**config.mk**
```make
export PLATFORM = sky130hd
export DESIGN_NAME = pwr_seq_host
export DESIGN_NICKNAME = d
export VERILOG_FILES = /design/src/hdl/pwr_seq_pkg.sv /design/src/hdl/frame_counter.sv /design/src/hdl/pwr_seq_host.sv
export SDC_FILE = /design/constraint.sdc
export NUM_CORES = 1
export LEC_CHECK = 0
export ABC_AREA = 1
export BUFFER_PORTS_ARGS = -buffer_cell sky130_fd_sc_hd__clkbuf_2
export CORE_MARGIN = 10
export CORE_UTILIZATION = 60
export CTS_BUF_LIST = sky130_fd_sc_hd__clkbuf_8
export DETAILED_ROUTE_END_ITERATION = 8
export GPL_TIMING_DRIVEN = 0
export PLACE_DENSITY = 0.82
export SYNTH_ARGS = -nofsm -noshare
export SYNTH_HDL_FRONTEND = slang
export SYNTH_SLANG_ARGS = --single-unit
```
**constraint.sdc**
```tcl
create_clock -name clk_i -period 7.3 [get_ports clk_i]
set_input_delay 1.46 -clock clk_i [delete_from_list [all_inputs] [get_ports clk_i]]
set_output_delay 1.46 -clock clk_i [all_outputs]
set_load 0.02 [all_outputs]
```
**src/hdl/pwr_seq_pkg.sv**
```systemverilog
// Constants for the host-side power and reset sequencer of the canceller device.
// Assumes a 25 MHz system clock and a host register port outside this block.
package pwr_seq_pkg;
  localparam int unsigned CLK_MHZ         = 25;
  localparam int unsigned NUM_GROUPS      = 16;
  // Times as specified
  localparam int unsigned POR_LOW_US      = 100;
  localparam int unsigned PLL_LOCK_US     = 500;
  localparam int unsigned PULSE_MIN_NS    = 500;
  localparam int unsigned PULSE_MAX_NS    = 1500;
  localparam int unsigned SW_RST_US       = 250;
  localparam int unsigned INIT_FRAMES     = 2;
  localparam int unsigned BYPASS_FRAMES   = 1;
  localparam int unsigned CLK_NS          = 1000 / CLK_MHZ;
  // Cycle counts: minimums round up, maximums round down
  localparam int unsigned POR_LOW_CYC     = POR_LOW_US * CLK_MHZ;
  localparam int unsigned PLL_LOCK_CYC    = PLL_LOCK_US * CLK_MHZ;
  localparam int unsigned PULSE_MIN_CYC   = (PULSE_MIN_NS + CLK_NS - 1) / CLK_NS;
  localparam int unsigned PULSE_MAX_CYC   = PULSE_MAX_NS / CLK_NS;
  localparam int unsigned PULSE_CYC       = (PULSE_MIN_CYC + PULSE_MAX_CYC) / 2;
  localparam int unsigned SW_RST_CYC      = SW_RST_US * CLK_MHZ;
  localparam int unsigned CNT_W           = 16;
  localparam logic [1:0]  FRAME_CNT_W_ONE = 2'h1;
endpackage : pwr_seq_pkg

```
**src/hdl/frame_counter.sv**
```systemverilog
// Counts synchronised frame pulses after a start strobe.
// Assumes frame_tick_i is a one-cycle pulse in the clk_i domain.
`timescale 1ns/1ns
`default_nettype none
module frame_counter (
  input  wire logic       clk_i,        // System clock
  input  wire logic       rst_n_i,      // Synchronised reset, active low
  input  wire logic       start_i,      // Restart the count
  input  wire logic       frame_tick_i, // One frame boundary
  output logic      [1:0] frames_o      // Frames since start, saturating
);
  logic [1:0] frames_ff;

  always_ff @(posedge clk_i or negedge rst_n_i) begin
    if (!rst_n_i) begin
      frames_ff <= 2'h0;
    end else if (start_i) begin
      frames_ff <= 2'h0;
    end else if (frame_tick_i && frames_ff != 2'h3) begin
      frames_ff <= frames_ff + pwr_seq_pkg::FRAME_CNT_W_ONE;
    end
  end

  assign frames_o = frames_ff;
endmodule : frame_counter
`default_nettype wire

```
**src/hdl/pwr_seq_host.sv**
```systemverilog
// Host sequencer: drives the device reset pin and group power-on bits.
// Assumes a separate register writer applies group_power_on_bit_o to the
// device, and that the frame pulse pin is asynchronous to clk_i.
`timescale 1ns/1ns
`default_nettype none
module pwr_seq_host #(
  parameter int unsigned POR_CYC  = pwr_seq_pkg::POR_LOW_CYC,  // Power-up reset hold
  parameter int unsigned LOCK_CYC = pwr_seq_pkg::PLL_LOCK_CYC, // PLL lock wait
  parameter int unsigned SWR_CYC  = pwr_seq_pkg::SW_RST_CYC,   // Software reset hold
  parameter bit          USE_SW   = 1'b0                        // Software reset method
) (
  input  wire logic        clk_i,                 // 25 MHz system clock
  input  wire logic        rst_n_i,               // Async reset, active low
  input  wire logic        pcm_frame_pulse_input, // Frame pulse pin, active low
  input  wire logic [15:0] group_req_i,           // Groups wanted powered
  output logic             dev_reset_n_o,         // Device reset pin, active low
  output logic      [15:0] group_power_on_bit_o,  // Group power-on bits to write
  output logic      [15:0] group_ready_o,         // Group initialised, configurable
  output logic             seq_done_o             // Bring-up sequence complete
);
  typedef enum logic [6:0] {
    ST_POR   = 7'h01,
    ST_LOCK1 = 7'h02,
    ST_PULSE = 7'h04,
    ST_SWON  = 7'h08,
    ST_SWOFF = 7'h10,
    ST_LOCK2 = 7'h20,
    ST_RUN   = 7'h40
  } state_t;

  logic [1:0]                      rst_sync_ff;
  logic                            rst_n;
  logic [1:0]                      fp_sync_ff;
  logic                            fp_prev_ff;
  logic                            frame_tick;
  state_t                          state_ff;
  logic [pwr_seq_pkg::CNT_W-1:0]   cnt_ff;
  logic                            cnt_done;
  logic                            dev_reset_n_ff;
  logic [15:0]                     pwr_ff;
  logic [15:0]                     ready_ff;
  logic                            done_ff;
  logic [15:0]                     grp_start;
  logic [1:0]                      grp_frames [16];
  logic [15:0]                     down_tick_ff;

  // Reset release through two flip-flops
  always_ff @(posedge clk_i or negedge rst_n_i) begin
    if (!rst_n_i) begin
      rst_sync_ff <= 2'h0;
    end else begin
      rst_sync_ff <= {rst_sync_ff[0], 1'b1};
    end
  end
  assign rst_n = rst_sync_ff[1];

  // Frame pulse pin synchroniser; edge taken from second stage only
  always_ff @(posedge clk_i or negedge rst_n) begin
    if (!rst_n) begin
      fp_sync_ff <= 2'h3;
      fp_prev_ff <= 1'b1;
    end else begin
      fp_sync_ff <= {fp_sync_ff[0], pcm_frame_pulse_input};
      fp_prev_ff <= fp_sync_ff[1];
    end
  end
  assign frame_tick = fp_prev_ff && !fp_sync_ff[1];

  assign cnt_done = (cnt_ff == '0);

  // Main sequence; counter reloads on each state change except ST_LOCK2 to ST_RUN
  always_ff @(posedge clk_i or negedge rst_n) begin
    if (!rst_n) begin
      state_ff <= ST_POR;
      cnt_ff   <= pwr_seq_pkg::CNT_W'(POR_CYC - 1);
    end else if (!cnt_done) begin
      cnt_ff <= cnt_ff - 1'b1;
    end else begin
      unique case (state_ff)
        ST_POR: begin
          state_ff <= ST_LOCK1;
          cnt_ff   <= pwr_seq_pkg::CNT_W'(LOCK_CYC - 1);
        end
        ST_LOCK1: begin
          if (USE_SW) begin
            state_ff <= ST_SWON;
            cnt_ff   <= pwr_seq_pkg::CNT_W'(SWR_CYC - 1);
          end else begin
            state_ff <= ST_PULSE;
            cnt_ff   <= pwr_seq_pkg::CNT_W'(pwr_seq_pkg::PULSE_CYC - 1);
          end
        end
        ST_SWON: begin
          state_ff <= ST_SWOFF;
          cnt_ff   <= '0;
        end
        ST_PULSE, ST_SWOFF: begin
          state_ff <= ST_LOCK2;
          cnt_ff   <= pwr_seq_pkg::CNT_W'(LOCK_CYC - 1);
        end
        ST_LOCK2: begin
          state_ff <= ST_RUN;
        end
        ST_RUN: begin
          state_ff <= ST_RUN;
        end
        default: begin
          state_ff <= ST_POR;
          cnt_ff   <= '0;
        end
      endcase
    end
  end

  // Reset pin low in power-up and pulse phases
  always_ff @(posedge clk_i or negedge rst_n) begin
    if (!rst_n) begin
      dev_reset_n_ff <= 1'b0;
    end else begin
      dev_reset_n_ff <= !((state_ff == ST_POR && !cnt_done) ||
                          (state_ff == ST_LOCK1 && cnt_done && !USE_SW) ||
                          (state_ff == ST_PULSE && !cnt_done));
    end
  end

  // Power bits: all on for software reset, else per request once locked
  always_ff @(posedge clk_i or negedge rst_n) begin
    if (!rst_n) begin
      pwr_ff <= 16'h0000;
    end else if (state_ff == ST_SWON) begin
      pwr_ff <= 16'hffff;
    end else if (state_ff == ST_RUN) begin
      pwr_ff <= group_req_i & (pwr_ff | down_tick_ff);
    end else begin
      pwr_ff <= 16'h0000;
    end
  end

  // Off group must see one frame pulse in bypass before repowering, so filters clear
  always_ff @(posedge clk_i or negedge rst_n) begin
    if (!rst_n) begin
      down_tick_ff <= 16'h0000;
    end else begin
      down_tick_ff <= ~pwr_ff & (down_tick_ff | {16{frame_tick}});
    end
  end

  // Restart frame count on rising power bit
  assign grp_start = (state_ff == ST_RUN) ?
                     (group_req_i & ~pwr_ff & down_tick_ff) : 16'h0000;

  genvar g;
  generate
    for (g = 0; g < pwr_seq_pkg::NUM_GROUPS; g++) begin : gen_grp
      frame_counter u_fc (
        .clk_i        (clk_i),
        .rst_n_i      (rst_n),
        .start_i      (grp_start[g] || !pwr_ff[g]),
        .frame_tick_i (frame_tick),
        .frames_o     (grp_frames[g])
      );
      // Ready only after two whole frames of initialisation; tones wait on it
      always_ff @(posedge clk_i or negedge rst_n) begin
        if (!rst_n) begin
          ready_ff[g] <= 1'b0;
        end else begin
          ready_ff[g] <= pwr_ff[g] && !grp_start[g] &&
                         (grp_frames[g] > 2'(pwr_seq_pkg::INIT_FRAMES));
        end
      end
    end
  endgenerate

  always_ff @(posedge clk_i or negedge rst_n) begin
    if (!rst_n) begin
      done_ff <= 1'b0;
    end else begin
      done_ff <= (state_ff == ST_RUN);
    end
  end

  assign dev_reset_n_o        = dev_reset_n_ff;
  assign group_power_on_bit_o = pwr_ff;
  assign group_ready_o        = ready_ff;
  assign seq_done_o           = done_ff;

  // Assertions
  int unsigned low_run_ff;
  always_ff @(posedge clk_i or negedge rst_n) begin
    if (!rst_n) begin
      low_run_ff <= 0;
    end else begin
      low_run_ff <= dev_reset_n_ff ? 0 : low_run_ff + 1;
    end
  end
endmodule : pwr_seq_host
`default_nettype wire

```
==> results of run 1 <==
[placed cells by master, fill, tap and decap left out, types with 3 or more instances in the layout]
| cell | instances |
|---|---|
| nor2_4 | 5 |
| dfrtp_1 | 97 |
| nand4_1 | 6 |
| nand2_1 | 88 |
| ha_1 | 34 |
| o21ai_0 | 53 |
| clkbuf_8 | 9 |
| clkbuf_2 | 52 |
| nand2_2 | 5 |
| nand3_2 | 3 |
| a21oi_1 | 17 |
| nand3_1 | 16 |
| nor2_1 | 113 |
| nor2_2 | 8 |
| dfstp_2 | 10 |
| inv_1 | 75 |
[state kept, by name, indices dropped and copies added, names as in the netlist]
name / count
rst_sync_ff: 2
down_tick_ff: 16
fp_sync_ff: 2
gen_grp.u_fc.frames_o: 32
dev_reset_n_o: 1
cnt_ff: 16
seq_done_o: 1
group_power_on_bit_o: 16
group_ready_o: 16
state_ff: 5
fp_prev_ff: 1
[metrics by stage]
step / hold WS, ns / total power, W
after floorplan: 0.331 / 0.000632
after global placement: 0.338 / 0.000642
after detailed placement: 0.341 / 0.000646
after CTS: 0.361 / 0.00101
after global routing: 0.359 / 0.00104
final: 0.360 / 0.00101
[layer usage]
layer	share of wire, %	routed length, um	track usage [%]	up-vias
met5	0	0	0	-
met4	1.5	147	5.47	0
met3	4.1	411	4.00	11
met2	50	5030	28.7	82
met1	44	4460	20.4	1782
li1	-	-	-	1830
[worst paths after layout]
path / slack, ns / startpoint / endpoint
setup / recovery: 4.81 / group_power_on_bit_o[15] / group_power_on_bit_o[15]
hold / removal: 0.36 / fp_sync_ff[0] / fp_sync_ff[1]
setup reg to reg: 5.73 / cnt_ff[0] / dev_reset_n_o
hold reg to reg: 0.36 / fp_sync_ff[0] / fp_sync_ff[1]
max in group asynchronous: 6.18 / rst_sync_ff[1] / state_ff[6]
min in group asynchronous: 0.43 / rst_sync_ff[1] / gen_grp[14].u_fc.frames_o[1]
[power by group through the flow]
stage | logic [W] | registers (W) | clock network [W]
final | 0.0000267 | 0.000607 | 0.000373
after global routing | 0.0000310 | 0.000608 | 0.000401
after CTS | 0.0000271 | 0.000607 | 0.000378
after detailed placement | 0.0000270 | 0.000619 | 0
after global placement | 0.0000188 | 0.000623 | 0
after floorplan | 0.0000118 | 0.000620 | 0
[area by class of cell]
class | instances | share of cell area (%)
timing repair buffer | 53 | 5.16
buffer | 6 | 1.01
clock buffer | 9 | 2.22
inverter | 77 | 5.23
tap | 105 | 2.36
sequential | 108 | 48.8
clock inverter | 7 | 1.37
multi-input combinational | 357 | 33.9
[cell families (layout without fill, tap and decap cells)]
logic type | count (synthesis) | after routing | synth area share [%]
compound gates | 73 | 73 | 7.58
xor+xnor | 2 | 2 | 0.354
fa+ha+maj | 34 | 34 | 8.59
buf+inv | 83 | 152 | 7.02
flops | 108 | 108 | 54.8
other cells | 1 | 1 | 0.0757
simple gates | 247 | 247 | 21.6
==> impl_results.md, run 1 <==
- TritonRoute pass-1 iters: 4
- Clock tree buffer depth: 2
- Switch share: 23.5%
- Fin worst setup slack: 4.81 ns
- DRC: 0
- Post-synthesis sequential area ratio: 54.8%
- WP data required: 5.84 ns
- Seq pwr share: 60.3%
- Main area contributors after synthesis: dfrtp_1 50%, ha_1 8.6%, nor2_1 8.6%, nand2_1 6.7%, inv_1 5.7%
- Area after DPL: 5380 um2
- PostCTS Resize Cnt: 0
- R2R depth: 9
- Peak VDD IR: 0.000119 V
- Distinct cell type count after synthesis: 28
- Core area: 8130 um2
- RePlAce Congestion: 0.833
- Highest achievable clock rate: 0.401 GHz
- Layout cells sized above 1: 18.2%
- Initial core utilization: 60.9%
- Least-Margin Pin Slew: 0.772 ns
- Yosys warning count: 0
- Endpoints failing setup: 0
- Final Max Tran Viols: 0
- CP arrival: 1.03 ns
- Ant diodes: 0
- Postcts setup bufs: 0
- Final Hold Fails: 0
- Post-synth EDFFs: 0
- Post-route minimum period: 2.49 ns
- Post-route ant nets: 0
- Die W: 111 um
- Fin crit share: 34.1%
- Initial antenna violation count: 0
- Syn_nets: 601
- CTS tree: built
- Internal Power: 0.000770 W
- Detailed-route via count: 3,705
- Crit Path Class: register to output port
- Post-Place Cells: 706
- Synth top area share: 49.5%
- Delay-heaviest family, CP: flip-flops
- Asr flop ratio synth: 100%
- Clock Sinks: 108
- Most frequent cell after synthesis: nor2_1
- Global-route usage over all layers: 16.8%
- Avg Cell Area, Syn: 9.04 um2
- Die height: 111 um
- Register area: 2720 um2
- Worst-path maximum fanout: 6
- Vias in the first global route: 3,802
- Multi-input logic area: 1890 um2
- Pwr/cell area: 181 nW/um2
- Setup WS pre-CTS: 5.21 ns
- Final non-filler cell total: 722
- Setup TNS Final: 0 ns
- Clock root cell: clkbuf_8
- Reg clk slew, reported paths: 0.10 ns
- Nets: 665
- Relative slew slack: 48.5%
- Clock share of power: 37.1%
- Max-Cap Viols: 0
- CP endpoint kind: output port
- Largest net degree at the start of global routing: 60
- Fin util: 68.5%
- Final HPWL DP: 7290 um
- Critical Path Source Type: register
- Critical path cell sequence: clkbuf_2
- CP bufs+invs: 1
- Post-synth top cells: 113 x nor2_1, 98 x dfrtp_1, 88 x nand2_1
- CTS H-tree depth: 3
- Sw Pwr: 0.000236 W
- Filler cells: 617
- FF+latch count, synth: 108
- WL/cell: 13.9 um
- Die area: 12,300 um2
- GRT Residual Overflow: 0
- Port bufs: 52
- Netlist Area Pre-Place: 4950 um2
- Pleak: 3.20 nW
- Syn-to-layout area delta: 12.6%
- CTS Hold Bufs: 0
- CP max stage delay: 0.46 ns
- Comb power frac: 2.7%
- I/O pins: 53
- FP Rows: 33
- CTS buffer count: 9
- Worst Skew: 0.00975 ns
- First-pass GRT wire length: 17,600 um
- Final Cell Area: 5580 um2
- Hold Path Class: register to register
- Final WL: 10,000 um
- Initial drt markers: 211
- Crit path depth: 1
- Skew-Pair Late Insertion Delay: 0.37 ns
- Outcome: complete, no violations
- Cell taking the most area after synthesis: dfrtp_1
- Post-synth top flop: dfrtp_1
- WHS Path Cells: 0
- DR vias/cell: 5.13
- Crit-path slowest cell: dfrtp_1
- Gate Count Post-Synth: 548
- Setup repair after global routing missed its margin: false
Note: power is estimated with default switching activity, not from simulation.
==> inputs of run 2 (changes only) <==
clock period = 2.44 ns   (was 7.3 ns; I/O delays follow)
==> run 2 against run 1 <==
Against the previous run: combinational power rose to 3.0 times the previous value; global-route usage decreased by 1.3 points; die area unchanged; clock power grew to 2.8 times the previous value; critical path depth increased by 5; largest power group unchanged.
==> impl_results.md, run 2 (synthesis results as in run 1) <==
- Postcts setup bufs: 0
- Initial core utilization: 60.9%
- Outcome: complete, no violations
- Initial drt markers: 177
- Nets: 666
- Final non-filler cell total: 723
- CP endpoint kind: register
- CTS Hold Bufs: 1
- Syn-to-layout area delta: 12.5%
- Least-Margin Pin Slew: 0.803 ns
- Clock root cell: clkbuf_8
- Reg clk slew, reported paths: 0.10 ns
- Endpoints failing setup: 0
- Peak VDD IR: 0.000324 V
- Relative slew slack: 46.5%
- Fin util: 68.5%
- Max reg flops: 32
- Core area: 8130 um2
- Ant diodes: 0
- DRC: 0
- Crit Path Class: register to register
- Global-route usage over all layers: 15.5%
- Filler cells: 622
- Setup repair after global routing missed its margin: false
- Crit Reg-Reg Startpoint: fp_prev_ff
- CTS tree: built
- Internal Power: 0.00226 W
- Highest achievable clock rate: 0.638 GHz
- WL/cell: 13.1 um
- Initial antenna violation count: 0
- Die W: 111 um
- Most common cell after layout, fill and taps aside: nor2_1
- Clock tree buffer depth: 2
- Clock share of power: 35.8%
- Switch share: 23.4%
- First-pass GRT wire length: 16,300 um
- Hold Path Class: input port to register
- Clock Sinks: 108
- GRT Residual Overflow: 0
- WP data required: 2.74 ns
- Post-Place Cells: 706
- Max-Cap Viols: 0
- Seq pwr share: 61.5%
- CP arrival: 1.86 ns
- Hold path startpoint: pcm_frame_pulse_input
- Final Cell Area: 5570 um2
- Post-route ant nets: 0
- Post-route minimum period: 1.57 ns
- DR vias/cell: 5.10
- RePlAce Congestion: 0.905
- FP Rows: 33
- Port bufs: 52
- Skew-Pair Late Insertion Delay: 0.37 ns
- Final Max Tran Viols: 0
- I/O pins: 53
- Commonest cells after routing, fill and taps aside: 113 x nor2_1, 97 x dfrtp_1, 88 x nand2_1, 75 x inv_1, 53 x o21ai_0
- Pwr/cell area: 530 nW/um2
- Critical Path Source Type: register
- Worst-path maximum fanout: 10
- Comb power frac: 2.7%
- Worst Setup SP: fp_prev_ff
- Largest net degree at the start of global routing: 65
- Detailed-route via count: 3,684
- Die height: 111 um
- CTS H-tree depth: 3
- Die area: 12,300 um2
- Vias in the first global route: 3,626
- Worst Skew: 0.00784 ns
- Final Hold Fails: 0
- Sw Pwr: 0.000690 W
- TritonRoute pass-1 iters: 4
- Setup TNS Final: 0 ns
- Pleak: 3.19 nW
- Layout cells sized above 1: 18.1%
- CTS buffer count: 9
- Final WL: 9490 um
- PostCTS Resize Cnt: 0
- Area after DPL: 5370 um2
- Fin crit share: 64.2%
- Final HPWL DP: 6990 um
-- run 2: changes by cell type in the layout (fill, tap and decap cells not counted), sizes merged --
cell         change
clkbuf           +2
bufinv           -1
clkinvlp         +1
clkinv           -3
inv              +1
dlygate4sd3      +1
-- run 2: layout make-up --
| type | instances | area [um2] | area share (%) |
|---|---|---|---|
| tap | 105 | 131 | 2.36 |
| inverter | 77 | 292 | 5.23 |
| timing repair buffer | 54 | 290 | 5.21 |
| clock buffer | 11 | 151 | 2.72 |
| buffer | 6 | 56.3 | 1.01 |
| multi-input combinational | 357 | 1890 | 33.9 |
| sequential | 108 | 2720 | 48.8 |
| clock inverter | 5 | 43.8 | 0.786 |
-- run 2: worst paths after layout --
kind,end,cells past startpoint,slack [ns]
worst max-delay path,down_tick_ff[13],6,0.87
worst min-delay path,fp_sync_ff[0],1,0.21
worst max register to register,down_tick_ff[13],6,0.87
worst min register to register,fp_sync_ff[1],0,0.36
max in group asynchronous,cnt_ff[6],1,1.25
min in group asynchronous,rst_sync_ff[1],2,0.43
-- run 2: power by group through the flow --
stage / Sequential [W] / Combinational, W / Clock (W)
CTS: 0.00182 / 0.0000809 / 0.00108
global placement: 0.00186 / 0.0000567 / 0
detailed placement: 0.00185 / 0.0000792 / 0
finish: 0.00182 / 0.0000792 / 0.00106
global route: 0.00182 / 0.0000903 / 0.00116
floorplan: 0.00186 / 0.0000354 / 0
-- run 2: metrics by stage --
stage	hold WS, ns	setup slack (ns)	power, W
final	0.212	0.873	0.00295
after global routing	0.187	0.783	0.00308
after CTS	0.195	0.850	0.00298
after detailed placement	0.277	0.884	0.00193
after global placement	0.274	0.112	0.00192
after floorplan	0.192	0.641	0.00189
-- run 2: worst max-delay path, cell delays in order (launching register included) --
cell and delay [ns]:
dfstp_2 0.53, inv_1 0.04, nor2_2 0.17, buf_4 0.23
buf_2 0.31, nor2_1 0.10, nor2_1 0.12
-- run 2: layer usage --
layer / routed length [um] / part of all wire [%] / vias to the layer above / global-route usage, %
met5: 0 / 0 / - / 0
met2: 4690 / 49 / 61 / 26.4
li1: - / - / 1830 / -
met1: 4190 / 44 / 1783 / 19.0
met4: 112 / 1.2 / 0 / 4.43
met3: 488 / 5.1 / 10 / 4.11
==> inputs of run 3 (changes only) <==
CORE_UTILIZATION = 55   (was 60)
PLACE_DENSITY = 0.79   (was 0.82)
clock period = 1.3 ns   (was 2.44 ns; I/O delays follow)
==> run 3 against run 2 <==
Against the previous run: the flow now finishes with violations (setup timing); die area is 7.4% higher; clock skew is 0.0012 ns higher; sequential share of layout area shrank 6.6 points.
==> impl_results.md, run 3 (synthesis results as in run 1) <==
- Outcome: finished with violations
- Failing checks: setup timing
- CP max stage delay: 0.43 ns
- Least-Margin Pin Slew: 0.724 ns
- Hold Path Class: input port to register
- CP arrival: 1.74 ns
- Initial core utilization: 56.5%
- Post-route minimum period: 1.47 ns
- Crit-path slowest cell: dfrtp_1
- Final HPWL DP: 6910 um
- FP Rows: 34
- Fin worst setup slack: -0.172 ns
- CP bufs+invs: 2
- Commonest cells after routing, fill and taps aside: 96 x nor2_1, 80 x dfrtp_1, 59 x inv_1, 53 x nand2_1, 52 x clkbuf_2
- Max-Cap Viols: 0
- Post-route ant nets: 0
- Detailed-route via count: 3,981
- DR vias/cell: 5.24
- RePlAce Congestion: 0.855
- Die W: 115 um
- Reg clk slew, reported paths: 0.11 ns
- Reg2reg setup slack: -0.17 ns
- Highest achievable clock rate: 0.679 GHz
- Relative slew slack: 51.7%
- Initial antenna violation count: 0
- Met3 wire len: 633 um
- Die height: 115 um
- Delay-heaviest family, CP: simple AND/OR/NAND/NOR gates
- Crit Path Class: register to register
- Pleak: 3.51 nW
- Final WL: 11,900 um
- WL/cell: 15.7 um
- Routed wl met2: 6320 um
- Worst Skew: 0.00903 ns
- Clock root cell: clkbuf_8
- Final Max Tran Viols: 0
- CTS H-tree depth: 3
- Critical Path Source Type: register
- Final Hold Fails: 0
- WP data required: 1.57 ns
- Clock Sinks: 108
- GRT Residual Overflow: 0
- Port bufs: 52
- CTS tree: built
- CP endpoint kind: register
- First-pass GRT wire length: 18,300 um
- Skew-Pair Late Insertion Delay: 0.37 ns
- I/O pins: 53
- Peak VDD IR: 0.000585 V
- Area after DPL: 5360 um2
- Setup TNS Final: -3.42 ns
- Pwr/cell area: 951 nW/um2
- DRC: 0
- Vias in the first global route: 3,907
- Worst-path maximum fanout: 5
- Nets: 700
- Core area: 8760 um2
- Met1 wire length: 4710 um
- Die area: 13,200 um2
- Critical path cell sequence: nor2_2 > nand2_2 > nor2_4 > nand2_4 > buf_12 > buf_16 > nand2_4 > o21ai_2
- Largest net degree at the start of global routing: 55
- Fin crit share: 113%
- Final Cell Area: 6500 um2
- Max reg flops: 32
- Post-Place Cells: 708
- Ant diodes: 0
- Clock tree buffer depth: 2
- Layout cells sized above 1: 39.1%
- Syn-to-layout area delta: 31.3%
- Global-route usage over all layers: 16.8%
- Top cell by count, worst path: nand2_4
- Endpoints failing setup: 64
- Initial drt markers: 266
- Most common cell after layout, fill and taps aside: nor2_1
- Top Layer Used: met4
- Final non-filler cell total: 760
- TritonRoute pass-1 iters: 4
- Setup repair after global routing missed its margin: true
- CTS buffer count: 9
## run 3: changes by cell type in the layout (fill, tap and decap cells not counted), moves of 11 or more
cell     delta
nor2_1     -17
o21ai_0    -18
inv_1      -16
o21ai_2    +11
nand2_2    +21
nor2_4     +18
inv_2      +11
nand2_4    +13
buf_4      +23
nand2_1    -35
dfrtp_2    +17
dfrtp_1    -17
## run 3: power by group
group	internal, W	leakage, nW	switching (W)
Clock	0.00132	0.128	0.00123
Combinational	0.0000904	2.06	0.000140
Sequential	0.00337	1.33	0.0000358
Total	0.00478	3.51	0.00141
## run 3: final cells by class
class | count | area (um2)
clock inverter | 7 | 133
inverter | 77 | 314
sequential | 108 | 2740
timing repair buffer | 90 | 656
clock buffer | 9 | 124
buffer | 4 | 65.1
tap | 108 | 135
multi-input combinational | 357 | 2340
fill | 561 | 2260
## run 3: worst min-delay path: stages
cell and delay (ns):
clkbuf_2 0.07, o21ai_0 0.06, nor2_1 0.05
## run 3: stage by stage
step,hold slack [ns],util (%),total power (W),setup WS [ns]
after detailed placement,0.0481,61.1,0.00362,-0.244
after floorplan,-0.0356,-,0.00355,0.000277
after global routing,0.0883,74.2,0.00639,-0.225
final,0.0876,74.2,0.00619,-0.172
after CTS,0.0912,69.3,0.00617,-0.130
after global placement,0.0470,61.1,0.00361,-0.209
## run 3: worst paths after layout
path,startpoint,endpoint,cells after the start
worst max-delay path,cnt_ff[4],state_ff[1],8
worst min-delay path,group_req_i[5],group_power_on_bit_o[5],3
worst max register to register,cnt_ff[4],state_ff[1],8
worst min register to register,rst_sync_ff[0],rst_sync_ff[1],0
max in group asynchronous,rst_sync_ff[1],cnt_ff[11],1
min in group asynchronous,rst_n_i,rst_sync_ff[1],2
## run 3: what timing repair did
action / CTS / global route
cloned: 2 / 1
setup buffers: 18 / 15
hold endpoints to repair: 3 / 0
resized for setup: 78 / 112
pin swaps: 15 / 39
hold buffers: 2 / 0
setup endpoints to repair: 166 / 96
## run 3: per-layer routing
layer	vias up	track usage, %
li1	1914	-
met1	1938	20.3
met2	104	29.4
met3	25	2.86
met4	0	6.52
met5	-	0
